**config.mk**
```make
export PLATFORM = sky130hd
export DESIGN_NAME = spi_slave_daisy_chain
export DESIGN_NICKNAME = d
export VERILOG_FILES = /design/src/rtl/spi_chain_pkg.sv /design/src/rtl/spi_sync_if.sv /design/src/rtl/spi_pin_sync.sv /design/src/rtl/spi_slave_daisy_chain.sv
export SDC_FILE = /design/constraint.sdc
export NUM_CORES = 1
export LEC_CHECK = 0
export CORE_MARGIN = 2
export CORE_UTILIZATION = 50
export CTS_CLUSTER_SIZE = 14
export DETAILED_ROUTE_END_ITERATION = 16
export DONT_BUFFER_PORTS = 1
export PLACE_DENSITY = 0.71
export SLEW_MARGIN = 0
export SYNTH_ARGS = -nofsm -noshare
export SYNTH_HDL_FRONTEND = slang
export SYNTH_HIERARCHICAL = 1
export SYNTH_SLANG_ARGS = --single-unit
```
**constraint.sdc**
```tcl
create_clock -name core_clk -period 2.1 [get_ports core_clk]
set_clock_uncertainty 0.1 [all_clocks]
set_input_delay 0.105 -clock core_clk [delete_from_list [all_inputs] [get_ports core_clk]]
set_output_delay 0.105 -clock core_clk [all_outputs]
set_load 0.01 [all_outputs]
```
**src/rtl/spi_chain_pkg.sv**
```systemverilog
// constants and types shared by the serial chain front end
package spi_chain_pkg;
  localparam int unsigned CORE_CLK_MHZ = 100;
  // interface setup time after enable, in microseconds
  localparam int unsigned SETUP_TIME_US = 150;
  localparam int unsigned SETUP_CYCLES = SETUP_TIME_US * CORE_CLK_MHZ;
  localparam int unsigned BYTE_BITS = 8;
  localparam int unsigned FRAME_MIN_BITS = 24;
  // address byte layout
  localparam int unsigned ADDR_MARK_POS = 7;
  localparam int unsigned ADDR_TOKEN_POS = 6;
  localparam int unsigned ADDR_ACCESS_POS = 0;
  localparam logic [7:0] STATUS_RESET = 8'h00;
  typedef enum logic [1:0] {
    ph_own_addr,
    ph_pass,
    ph_data
  } frame_phase_t;
endpackage : spi_chain_pkg

```
**src/rtl/spi_sync_if.sv**
```systemverilog
// synchronised link pins and edge strobes between the two modules
`timescale 1ns/100ps
`default_nettype none
interface spi_sync_if;
  logic sel;
  logic sel_fall;
  logic sel_rise;
  logic clk_rise;
  logic clk_fall;
  logic clk_level;
  logic din;
  modport source (output sel, sel_fall, sel_rise, clk_rise, clk_fall,
    clk_level, din);
  modport sink (input sel, sel_fall, sel_rise, clk_rise, clk_fall,
    clk_level, din);
endinterface : spi_sync_if
`default_nettype wire

```
**src/rtl/spi_pin_sync.sv**
```systemverilog
// two-flop synchronisers and edge finders for the serial pins
`timescale 1ns/100ps
`default_nettype none
module spi_pin_sync (
  input wire logic core_clk,
  input wire logic rst_b,
  input wire logic sclk,
  input wire logic cs_b,
  input wire logic sdi,
  spi_sync_if.source sync
);
  logic [1:0] sclk_meta;
  logic [1:0] cs_meta;
  logic [1:0] sdi_meta;
  logic sclk_last;
  logic cs_last;

  // first stage is read only by the second; chip select idles high
  always_ff @(posedge core_clk or negedge rst_b) begin
    if (!rst_b) begin
      sclk_meta <= 2'h0;
      cs_meta <= 2'h3;
      sdi_meta <= 2'h0;
      sclk_last <= 1'b0;
      cs_last <= 1'b1;
    end else begin
      sclk_meta <= {sclk_meta[0], sclk};
      cs_meta <= {cs_meta[0], cs_b};
      sdi_meta <= {sdi_meta[0], sdi};
      sclk_last <= sclk_meta[1];
      cs_last <= cs_meta[1];
    end
  end

  // edge strobes from the settled stage only
  assign sync.sel = ~cs_meta[1];
  assign sync.sel_fall = cs_last & ~cs_meta[1];
  assign sync.sel_rise = ~cs_last & cs_meta[1];
  assign sync.clk_rise = ~sclk_last & sclk_meta[1];
  assign sync.clk_fall = sclk_last & ~sclk_meta[1];
  assign sync.clk_level = sclk_meta[1];
  assign sync.din = sdi_meta[1];
endmodule : spi_pin_sync
`default_nettype wire

```
**src/rtl/spi_slave_daisy_chain.sv**
```systemverilog
// serial slave with daisy-chain framing, error flag and startup delay
`timescale 1ns/100ps
`default_nettype none
module spi_slave_daisy_chain
  import spi_chain_pkg::*;
#(
  parameter int unsigned SETUP_COUNT = SETUP_CYCLES
) (
  input wire logic core_clk,
  input wire logic rst_b,
  input wire logic enable,
  input wire logic sclk,
  input wire logic cs_b,
  input wire logic sdi,
  output logic sdo,
  output logic sdo_oe_b,
  input wire logic fail_safe,
  input wire logic [6:0] status_bits,
  input wire logic pwm_overlap_error,
  input wire logic frame_fault,
  input wire logic [15:0] response_word,
  output logic interface_ready,
  output logic cmd_valid,
  output logic [7:0] cmd_address,
  output logic [15:0] cmd_data,
  output logic protocol_error_flag,
  output logic global_error_indication
);
  spi_sync_if sync ();
  logic en_meta;
  logic en_sync;
  logic [$clog2(SETUP_COUNT+1)-1:0] setup_count;
  frame_phase_t phase;
  logic [7:0] own_addr;
  logic [15:0] shifter;
  logic [5:0] bit_count;
  logic bit_total_ok;
  logic saw_last;
  logic err_pending;
  logic fs_latched;
  logic pwm_last;
  logic [7:0] status_byte;

  spi_pin_sync u_sync (
    .core_clk(core_clk),
    .rst_b(rst_b),
    .sclk(sclk),
    .cs_b(cs_b),
    .sdi(sdi),
    .sync(sync)
  );

  // *****************************************************
  // startup delay
  // *****************************************************
  // counter runs after enable rises; link is ignored until done
  always_ff @(posedge core_clk or negedge rst_b) begin
    if (!rst_b) begin
      en_meta <= 1'b0;
      en_sync <= 1'b0;
      setup_count <= '0;
      interface_ready <= 1'b0;
    end else begin
      en_meta <= enable;
      en_sync <= en_meta;
      if (!en_sync) begin
        setup_count <= '0;
        interface_ready <= 1'b0;
      end else if (setup_count < ($bits(setup_count))'(SETUP_COUNT)) begin
        setup_count <= setup_count + 1'b1;
      end else begin
        interface_ready <= 1'b1;
      end
    end
  end

  // *****************************************************
  // frame engine
  // *****************************************************
  function automatic logic is_address(input logic [7:0] b);
    return b[ADDR_MARK_POS];
  endfunction : is_address

  logic [7:0] next_byte;
  assign next_byte = {shifter[6:0], sync.din};

  // sample on rising link clock, byte phases per position
  always_ff @(posedge core_clk or negedge rst_b) begin
    if (!rst_b) begin
      phase <= ph_own_addr;
      own_addr <= 8'h00;
      shifter <= 16'h0000;
      bit_count <= 6'h00;
      bit_total_ok <= 1'b1;
      saw_last <= 1'b0;
      cmd_valid <= 1'b0;
      cmd_address <= 8'h00;
      cmd_data <= 16'h0000;
      err_pending <= 1'b0;
    end else begin
      cmd_valid <= 1'b0;
      if (sync.sel_fall && interface_ready) begin
        phase <= ph_own_addr;
        bit_count <= 6'h00;
        bit_total_ok <= 1'b1;
        saw_last <= 1'b0;
        err_pending <= 1'b0;
        // status goes out first, behind the indication bit
        shifter <= {status_byte, 8'h00};
      end else if (sync.sel && interface_ready && sync.clk_rise) begin
        bit_count <= (bit_count == 6'd7) ? 6'h00 : bit_count + 1'b1;
        bit_total_ok <= (bit_count == 6'd7);
        unique case (phase)
          ph_own_addr: begin
            shifter <= {shifter[14:0], sync.din};
            if (bit_count == 6'd7) begin
              if (is_address(next_byte)) begin
                own_addr <= next_byte;
                phase <= next_byte[ADDR_TOKEN_POS] ? ph_data : ph_pass;
                saw_last <= next_byte[ADDR_TOKEN_POS];
                if (next_byte[ADDR_TOKEN_POS]) begin
                  shifter <= response_word;
                end
              end else begin
                err_pending <= 1'b1;
              end
            end
          end
          ph_pass: begin
            shifter <= {shifter[14:0], sync.din};
            if (bit_count == 6'd7) begin
              if (!is_address(next_byte)) begin
                err_pending <= 1'b1; // gap between address bytes
              end else if (next_byte[ADDR_TOKEN_POS]) begin
                phase <= ph_data;
                saw_last <= 1'b1;
                shifter <= response_word;
              end
            end
          end
          ph_data: begin
            shifter <= {shifter[14:0], sync.din};
          end
          default: phase <= ph_own_addr;
        endcase
      end else if (sync.sel_rise && interface_ready) begin
        // partial byte or missing token is a frame error
        if (!bit_total_ok || !saw_last || err_pending ||
            bit_count != 6'h00 || frame_fault) begin
          err_pending <= 1'b1;
        end else begin
          cmd_valid <= 1'b1;
          cmd_address <= own_addr;
          cmd_data <= shifter;
        end
      end
    end
  end

  // *****************************************************
  // protocol error flag
  // *****************************************************
  // the event wins over any clear that lands in the same cycle
  logic frame_end_bad;
  logic frame_end_good;
  assign frame_end_bad = sync.sel_rise && interface_ready &&
    (!bit_total_ok || !saw_last || err_pending || bit_count != 6'h00 ||
     frame_fault);
  assign frame_end_good = sync.sel_rise && interface_ready && !frame_end_bad;

  always_ff @(posedge core_clk or negedge rst_b) begin
    if (!rst_b) begin
      protocol_error_flag <= 1'b0;
      fs_latched <= 1'b0;
      pwm_last <= 1'b0;
    end else begin
      pwm_last <= pwm_overlap_error;
      if (frame_end_bad || pwm_overlap_error) begin
        protocol_error_flag <= 1'b1;
        fs_latched <= fail_safe;
      end else if (fs_latched) begin
        if (!fail_safe) begin
          fs_latched <= 1'b0;
        end
      end else if (pwm_last && !fail_safe) begin
        // overlap cause goes away when the master clears its status
        protocol_error_flag <= 1'b0;
      end else if (frame_end_good && !fail_safe) begin
        protocol_error_flag <= 1'b0;
      end
    end
  end

  // *****************************************************
  // serial output
  // *****************************************************
  assign status_byte = {status_bits[6:1], ~status_bits[0] ^ 1'b1,
    protocol_error_flag};
  assign global_error_indication = (|status_bits) | protocol_error_flag;

  // output moves on falling link clock; indication before first rise
  always_ff @(posedge core_clk or negedge rst_b) begin
    if (!rst_b) begin
      sdo <= 1'b0;
      sdo_oe_b <= 1'b1;
    end else begin
      if (!sync.sel || !interface_ready) begin
        sdo_oe_b <= 1'b1;
        sdo <= 1'b0;
      end else if (sync.sel_fall) begin
        sdo_oe_b <= 1'b0;
        sdo <= global_error_indication | sync.din;
      end else if (err_pending && phase != ph_data) begin
        sdo <= 1'b0; // blocks later devices on gaps
      end else if (sync.clk_fall) begin
        if (phase == ph_pass) begin
          sdo <= sync.din;
        end else begin
          sdo <= shifter[15];
        end
      end
    end
  end

  // *****************************************************
  // checks
  // *****************************************************
  property p_ind_on_select;
    @(posedge core_clk) disable iff (!rst_b)
    (sync.sel_fall && interface_ready) |=> (!sdo_oe_b &&
      (sdo == ($past(global_error_indication) | $past(sync.din))));
  endproperty
  a_ind_on_select: assert property (p_ind_on_select)
    else $error("indication not shown after select fell");

  property p_flag_set;
    @(posedge core_clk) disable iff (!rst_b)
    frame_end_bad |=> protocol_error_flag;
  endproperty
  a_flag_set: assert property (p_flag_set)
    else $error("frame error did not raise flag");

  property p_fs_hold;
    @(posedge core_clk) disable iff (!rst_b)
    (protocol_error_flag && fs_latched && fail_safe) |=> protocol_error_flag;
  endproperty
  a_fs_hold: assert property (p_fs_hold)
    else $error("flag cleared during fail safe");

  property p_good_clear;
    @(posedge core_clk) disable iff (!rst_b)
    (frame_end_good && !fs_latched && !fail_safe && !pwm_overlap_error)
      |=> !protocol_error_flag;
  endproperty
  a_good_clear: assert property (p_good_clear)
    else $error("good frame did not clear flag");

  property p_pwm_clear;
    @(posedge core_clk) disable iff (!rst_b)
    (pwm_last && !pwm_overlap_error && !frame_end_bad && !fs_latched &&
      !fail_safe) |=> !protocol_error_flag;
  endproperty
  a_pwm_clear: assert property (p_pwm_clear)
    else $error("overlap clear did not clear flag");

  property p_cmd_pulse;
    @(posedge core_clk) disable iff (!rst_b)
    cmd_valid |=> !cmd_valid;
  endproperty
  a_cmd_pulse: assert property (p_cmd_pulse)
    else $error("command strobe longer than one cycle");

  property p_idle_hiz;
    @(posedge core_clk) disable iff (!rst_b)
    !sync.sel |=> sdo_oe_b;
  endproperty
  a_idle_hiz: assert property (p_idle_hiz)
    else $error("output driven outside frame");

  property p_not_ready;
    @(posedge core_clk) disable iff (!rst_b)
    !en_sync |=> !interface_ready;
  endproperty
  a_not_ready: assert property (p_not_ready)
    else $error("ready without enable");

  property p_load_resp;
    @(posedge core_clk) disable iff (!rst_b)
    (phase != ph_data) ##1 (phase == ph_data) |-> shifter == $past(response_word);
  endproperty
  a_load_resp: assert property (p_load_resp)
    else $error("response not loaded at last token");
endmodule : spi_slave_daisy_chain
`default_nettype wire

```
After elaboration in Yosys (flattened, before gate mapping)
Index checks and enable logic that the tools add are counted.
{"block": "classes", "add_sub_neg": 2, "order_cmp": 1, "eq_ne": 16, "n_mux": 57, "n_bitwise": 13, "n_reduce_logical": 39}
{"operator": "16-bit two-way mux", "count": 5}
{"operator": "1-bit two-way mux", "count": 36}
{"operator": "16-bit one-hot mux with 2 select lines", "count": 1}
{"operator": "14-bit two-way mux", "count": 2}
{"operator": "3-bit != test, second input constant", "count": 7}
{"operator": "6-bit two-way mux", "count": 3}
{"operator": "2-bit two-way mux", "count": 8}
{"operator": "3-bit nonzero test", "count": 5}
{"operator": "14-bit by 1-bit adder with 14-bit output, second input constant", "count": 1}
{"operator": "14-bit less-than comparator, second input constant", "count": 1}
{"operator": "7-bit AND reduction", "count": 2}
{"operator": "5-bit AND reduction", "count": 2}
{"operator": "1-bit logical AND", "count": 9}
{"operator": "1-bit inverter", "count": 7}
{"operator": "7-bit OR reduction", "count": 1}
{"operator": "6-bit by 1-bit adder with 6-bit output, second input constant", "count": 1}
{"operator": "6-bit by 3-bit equality test with 1-bit output, second input constant", "count": 1}
{"operator": "1-bit logical OR", "count": 6}
{"operator": "2-bit != test, second input constant", "count": 3}
{"operator": "2-bit one-hot mux with 3 select lines", "count": 1}
{"operator": "6-bit nonzero test", "count": 1}
{"operator": "1-bit logical NOT", "count": 5}
{"operator": "1-bit bitwise AND", "count": 4}
{"operator": "2-bit by 1-bit != test with 1-bit output, second input constant", "count": 2}
{"operator": "11 further kinds", "count": 14}
{"block": "totals", "regBits": 90, "in_bits": 32, "output_inout_bits": 30, "wordCells": 152}

Longest topological paths before layout
Gate-level depths: netlist of run 1.
{"block": "depth", "word_depth": 13, "ltp_mapped": 7, "depth_no_buf": 6}

Hierarchy
Netlist of run 1, hierarchy kept.
{"mod": "spi_slave_daisy_chain", "n_inst": 1, "cells_per_inst": 327, "area_per_inst_um2": 3772.4, "seq_area_each_um2": 2054.5}
{"mod": "spi_pin_sync", "n_inst": 1, "cells_per_inst": 13, "area_per_inst_um2": 237.7, "seq_area_each_um2": 203.9}

Worst setup path before layout of run 1
No wires, ideal clock.
{"block": "synth_path", "kind": "register to register", "from": "reg bit_count[0]", "to": "reg own_addr[0]", "setup_time_ns": 0.125, "t_arrival_ns": 1.795, "required_time_ns": 1.875, "slack_ns": 0.080, "stages_incl_launch_ff": 7, "n_path_buf": 1, "synth_period_minus_slack_ns": 2.020, "path_cell_list": "dfrtp_1 -> ha_1 -> and3_1 -> nand2_2 -> or4_1 -> buf_6 -> mux2_4"}
{"block": "synth_between", "elab_chain_cells": 2}
{"item": "start: declaration", "line": "spi_slave_daisy_chain.sv:36", "source": "logic [5:0] bit_count;"}
{"item": "start signal: assignment", "line": "spi_slave_daisy_chain.sv:111", "source": "bit_count <= (bit_count == 6'd7) ? 6'h00 : bit_count + 1'b1;"}
{"item": "6-bit by 3-bit equality test with 1-bit output", "line": "spi_slave_daisy_chain.sv:116", "source": "if (bit_count == 6'd7) begin"}
{"item": "5-bit AND reduction (no source line)"}
{"item": "end signal: assignment", "line": "spi_slave_daisy_chain.sv:118", "source": "own_addr <= next_byte;"}
{"item": "end: declaration", "line": "spi_slave_daisy_chain.sv:34", "source": "logic [7:0] own_addr;"}
No other way between the ends.
A chain may end at the register's enable or synchronous reset.

Final worst setup path of run 1
{"block": "layout_path", "from": "reg u_sync.sclk_meta[1]", "to": "reg cmd_data[10]"}
{"block": "layout_between", "elab_chain_cells": 4}
{"item": "start: declaration", "line": "spi_pin_sync.sv:12", "source": "logic [1:0] sclk_meta;"}
{"item": "start signal: assignment", "line": "spi_pin_sync.sv:27", "source": "sclk_meta <= {sclk_meta[0], sclk};"}
{"item": "1-bit bitwise AND", "line": "spi_pin_sync.sv:39", "source": "assign sync.clk_rise = ~sclk_last & sclk_meta[1];"}
{"item": "via sync.clk_rise", "line": "spi_sync_if.sv:8", "source": "logic clk_rise;"}
{"item": "1-bit logical AND", "line": "spi_slave_daisy_chain.sv:110", "source": "end else if (sync.sel && interface_ready && sync.clk_rise) begin"}
{"item": "1-bit inverter (no source line)"}
{"item": "4-bit AND reduction (no source line)"}
{"item": "end signal: assignment", "line": "spi_slave_daisy_chain.sv:154", "source": "cmd_data <= shifter;"}
{"item": "end: declaration", "line": "spi_slave_daisy_chain.sv:25", "source": "output logic [15:0] cmd_data,"}
The timed path passes the listed nets, and every way through them passes these cells.

==> results of run 1 <==
-- cell families after synthesis --
group,count (synthesis)
mux,46
xor+xnor,3
buf+inv,28
flops,90
compound gates,73
simple gates,97
fa+ha+maj,3
-- final timing paths --
path / start / end / slack (ns) / depth (start not counted)
worst max-delay path: u_sync/sclk_meta[1] / cmd_data[10] / 0.02 / 7
worst min-delay path: rst_b / own_addr[3] / -0.67 / 0
worst max register to register: u_sync/sclk_meta[1] / cmd_data[10] / 0.02 / 7
worst min register to register: u_sync/sdi_meta[0] / u_sync/sdi_meta[1] / 0.26 / 0
max in group asynchronous: rst_b / bit_total_ok / 2.36 / 0
min in group core_clk: status_bits[6] / sdo / 0.07 / 3
-- registers in the layout (all words and copies together), names as in the netlist, 2 cells and up --
name / flops
phase: 2
u_sync/sdi_meta: 2
u_sync/cs_meta: 2
shifter: 16
cmd_data: 16
cmd_address: 8
setup_count: 14
u_sync/sclk_meta: 2
own_addr: 8
bit_count: 6
-- power by group --
group / leakage, nW / switching (mW) / internal, mW / total [mW]
logic: 0.984 / 0.0362 / 0.0608 / 0.0969
clock network: 0.107 / 0.649 / 0.571 / 1.22
registers: 1.15 / 0.0205 / 1.76 / 1.78
total: 2.24 / 0.706 / 2.39 / 3.10
-- metrics by stage --
stage / hold WS (ns) / util [%] / power, mW / cell area [um2]
after floorplan: -0.2906 / - / 1.843 / 4010
after global placement: -0.2882 / 54.64 / 1.859 / 4244
after detailed placement: -0.2882 / 54.64 / 1.862 / 4244
after CTS: -0.6846 / 61.02 / 3.126 / 4740
after global routing: -0.6919 / 61.92 / 3.229 / 4810
final: -0.6702 / 61.92 / 3.096 / 4810
-- cells in the final DEF (no fill, tap or decap), drive strengths merged, types with 4 or more instances in the layout --
master,instances
inv,20
mux2i,15
o221ai,8
nand3,11
or3,11
nor3,5
clkbuf,10
dlygate4sd3,29
dfrtp,85
and4,4
nor2,11
mux2,31
a21oi,16
buf,21
o2bb2ai,6
o21ai,22
nand2,28
dfstp,5
-- routing by layer --
| metal | up-vias | global-route usage [%] | share of wire [%] |
|---|---|---|---|
| li1 | 1349 | - | - |
| met1 | 1394 | 27.22 | 45 |
| met2 | 64 | 32.55 | 47 |
| met3 | 14 | 5.077 | 5.2 |
| met4 | 0 | 6.643 | 1.9 |
| met5 | - | 0 | 0 |
-- worst max-delay path: stages (launching register included) --
cell,delay [ns]
dfrtp_1,0.39
and2b_2,0.22
and2_4,0.18
o21a_1,0.22
nor3_4,0.22
buf_12,0.15
buf_12,0.15
mux2_2,0.34
-- layout make-up --
| class | count | area [um2] |
|---|---|---|
| Tap cell | 102 | 127.6 |
| Sequential cell | 90 | 2258 |
| Multi-Input combinational cell | 222 | 1640 |
| Clock inverter | 7 | 81.33 |
| Inverter | 16 | 60.06 |
| Clock buffer | 9 | 123.9 |
| Fill cell | 615 | 2958 |
| Timing Repair Buffer | 51 | 518.0 |
-- repair_timing --
item                                    in CTS  in global routing
buffers inserted                             0                  1
resized for setup                            0                  4
endpoints found under the setup margin       0                 31
hold endpoints to repair                   113                 90
==> results.md, run 1 <==
- Yosys top cell by area: dfrtp_1
- Avg Vias per Cell: 5.676
- Post-DP HPWL: 5639 um
- Critical path fanouts, max: 13
- Grt ovf: 0
- CP required: 2.24 ns
- Fin nets: between 400 and 500
- Achievable Freq: 0.4806 GHz
- Drt total wl: 8678 um
- Vias in the first global route: roughly 2,900
- Main flop type after synthesis: dfrtp_1
- Cell with the most instances after synthesis: dfrtp_1
- Post-synth EDFFs: 0
- RD Place Congestion: 0.8487
- Post-placement cell count: roughly 450
- Post-synthesis async set-or-reset flop share: 100.0%
- Final cell count without fillers: 497
- Setup crit start kind: flip-flop
- Crit path kind: reg -> reg
- Synth Area in Simple Gates: 13.67%
- Max-Cap Viols: 0
- Post-synthesis adder-cell area fraction: 0.9360%
- Pre-CTS WS: 0.06336 ns
- Clk Tree Root Cell: clkbuf_8
- Status: finished, violations left
- Via count: 2,821
- Die W: 93.56 um
- Drt first pass iters: 4
- Num CTS Buffers: 9
- Warnings, synthesis: 6
- Worst skew pair latency: approximately 0.36 ns
- Synth Instances: 340
- Endpoint class of the critical path: flip-flop
- DIE AREA: around 0.009 mm2
- Setup TNS Final: 0 ns
- Rel. slew slack: 60.25%
- Synth cell count leaders: dfrtp_1, nand2_1, mux2_2
- Power Density: 643.7 mW/mm2
- Cell Area, Synth: between 0.004 and 0.005 mm2
- Largest cells by area after synthesis: dfrtp_1, mux2_2, mux2i_1, dfstp_2, mux2_4
- Largest family of logic cells by synthesized area: simple AND/OR/NAND/NOR gates
- Max Slew Vio Count: 0
- Core area: 0.007767 mm2
- Worst VDD drop: around 0.47 mV
- Share of cells above drive strength 1: roughly a fifth
- Setup violations, final: 0
- Synth Area in Compound Gates: 12.29%
- Die height: 93.56 um
- Mean routed wirelength per cell: around 17 um
- DRT antenna net count: 0
- Actual slew at the worst max-slew pin: 0.5963 ns
- Hold Slack: -0.6702 ns
- Hold-fix buffers, CTS: 29
- Rows: 32
- Port Buffers: 0
- CTS tree: built
- Inserted Diodes: 0
- Clock-pin slew on the worst setup and hold paths: 0.10 ns
- Synth top area share: a little over half
- Total Routing Usage GR: 20.30%
- CTS H-tree depth: 3
- Global-route wire length before repair: around 14,000 um
- Leak: roughly 2.2 nW
- Min-Delay Path Class: in -> async
- Largest net degree at the start of global routing: 91
- Yosys reg bits: 90
- Final Hold Viols: 90
- Final period utilization: between 90% and 100%
- Area Overhead vs Synth: 19.94%
- Final worst slack: 0.01921 ns
- Post-synth cell types: 53
- Mean area per synthesized cell: 11.79 um2
- Drt initial violations: 187
- Clk sinks: 90
- Mux cell area share after synthesis: a little over an eighth
- Failing checks: hold timing
- I/O pins: 62
- Initial Util: 51.63%
- Fin crit period: around 2.1 ns
- Synth Area in XOR/XNOR: 0.6552%
- Critical path arrival: approximately 2.2 ns
- Syn_nets: between 300 and 400
- Sequential fraction of the synthesis area: 56.32%
- Clock buffer depth: 2
- DR DRC count: 0
- Initial antenna violation count: 0
Power figures use the tool's default switching activity.
==> run 2, diff against run 1 <==
- PLACE_DENSITY: 0.71 -> 0.68
- clock period: 2.1 -> 2.2 ns (I/O delays scaled with it)
==> run 2 against run 1 <==
The run still ends with hold timing left. Core utilization decreased by 1.3 points. Register-to-register slack improved by 0.09 ns. Routed wire length decreased by 6.4%. Worst setup slack improved by 0.094 ns. Fmax decreased by 0.29%. Sequential cell count unchanged. Hold slack improved by 0.0093 ns. Cell count decreased by 1.8%. Total power decreased by 2.2%. Largest power group unchanged.
==> results.md, run 2 (synthesized netlist as in run 1, its figures left out) <==
- Status: finished, violations left
- Failing checks: hold timing
- Crit path kind: reg -> reg
- Flop2flop setup slack: 0.11 ns
- Worst r2r src: bit_count[3]
- Setup violations, final: 0
- Share of cells above drive strength 1: 18.13%
- Via count: between 2,000 and 3,000
- Area Overhead vs Synth: 17.50%
- Clk Tree Root Cell: clkbuf_8
- Largest net degree at the start of global routing: 91
- Met1 usage: 26.05%
- CP peak stage delay: 0.48 ns
- Critical path's top delay family: simple AND/OR/NAND/NOR gates
- Power Density: 642.9 mW/mm2
- Global-route wire length before repair: roughly 14,000 um
- DIE AREA: 0.008753 mm2
- Min-Delay Path Class: in -> async
- RSZ-0062 raised after global routing: false
- Leak: 2.198 nW
- Port Buffers: 0
- CTS tree: built
- Mean routed wirelength per cell: 16.65 um
- I/O pins: 62
- Worst VDD drop: between 0.4 and 0.5 mV
- CTS H-tree depth: 3
- Rows: 32
- RD Place Congestion: 0.8786
- DRT antenna net count: 0
- Fin crit period: 2.087 ns
- Fin nets: approximately 420
- Initial Util: 51.63%
- CP required: 2.33 ns
- CP Cell Sequence: nor3_4 > nand2_2 > or4_1 > buf_4 > mux2_4
- Cts repair resizes: 0
- Most frequent cells in the layout: dfrtp_1, dlygate4sd3_1, nand2_1
- Final period utilization: a little over nine tenths
- Clock buffer depth: 2
- Worst r2r dst: own_addr[0]
- DR DRC count: 0
- Vias in the first global route: 2,745
- Commonest non-fill, non-tap cell in the layout: dfrtp_1
- Max Slew Vio Count: 0
- Avg Vias per Cell: between 5 and 6
- Worst skew pair latency: 0.35 ns
- Hold Slack: -0.6609 ns
- Biggest regs: cmd_data x16, shifter x16, setup_count x14
- Actual slew at the worst max-slew pin: approximately 0.73 ns
- Max-Cap Viols: 0
- Core area: 0.007767 mm2
- Clk sinks: 90
- Endpoint class of the critical path: flip-flop
- Met3 global-route usage: 4.593%
- Drt first pass iters: 4
- R2R depth: 5
- Drt initial violations: 142
- Achievable Freq: 0.4792 GHz
- Drt total wl: between 8000 and 9000 um
- Busiest layer in global routing: met2
- Num CTS Buffers: 9
- M2 GR Usage: 31.77%
- Total Routing Usage GR: 19.52%
- Setup TNS Final: 0 ns
- Final worst slack: ~0.11 ns
- Setup crit start kind: flip-flop
- Die W: 93.56 um
- Die height: between 90 and 100 um
- Buffer count from post-CTS setup fixing: 0
- Initial antenna violation count: 0
- Buf/Inv on CP: 1
- Final Hold Viols: 90
- Post-DP HPWL: ~5400 um
- Hold-fix buffers, CTS: 29
- Critical path fanouts, max: 8
- Inserted Diodes: 0
- Clock-pin slew on the worst setup and hold paths: roughly 0.10 ns
- Grt ovf: 0
- Critical path arrival: ~2.2 ns
- Pre-CTS WS: 0.1292 ns
- Total power: 3.029 mW
- Rel. slew slack: 50.71%
- Slowest CP cell: or4_1
run 2: cell count changes in the layout (fill, tap and decap cells not counted), sizes merged:
cell      delta
buf          -8
bufinv       +1
clkbuf       -1
clkinvlp     +1
inv          -2
run 2: layout make-up:
cell class | instances | area [um2]
inverters | 16 | 60.06
flip-flops and latches | 90 | 2258
well taps | 102 | 127.6
multi-input cells | 222 | 1630
repair buffers | 42 | 412.9
clock inverters | 7 | 98.84
clock buffers | 9 | 123.9
fillers | 633 | 3055
run 2: how the worst max path moves through the flow:
stage | startpoint | end | slack, ns | cells after the start
floorplan | bit_count[0] | own_addr[0] | 0.18 | 6
global placement | bit_count[0] | own_addr[5] | 0.18 | 6
detailed placement | bit_count[0] | own_addr[0] | 0.13 | 6
CTS | bit_count[0] | own_addr[0] | 0.11 | 6
global route | bit_count[0] | own_addr[0] | 0.04 | 6
finish | bit_count[3] | own_addr[0] | 0.11 | 5
run 2: report_power, final:
group | internal, mW | switching, mW | total [mW]
clock | 0.648 | 0.593 | 1.24
sequential | 1.68 | 0.0191 | 1.70
combinational | 0.0573 | 0.0336 | 0.0909
total | 2.38 | 0.646 | 3.03
run 2: per-layer routing:
metal	wire (um)	part of all wire, %
met1	3601	44
met2	3928	48
met3	542	6.7
met4	51	0.63
met5	0	0
run 2: through the flow:
step / instances / utilization (%) / cell area (um2)
after floorplan: 340 / - / 4010
after detailed placement: 443 / 54.06 / 4199
after global routing: 488 / 60.66 / 4712
after global placement: 443 / 54.06 / 4199
after CTS: 488 / 60.66 / 4712
final: 488 / 60.66 / 4712
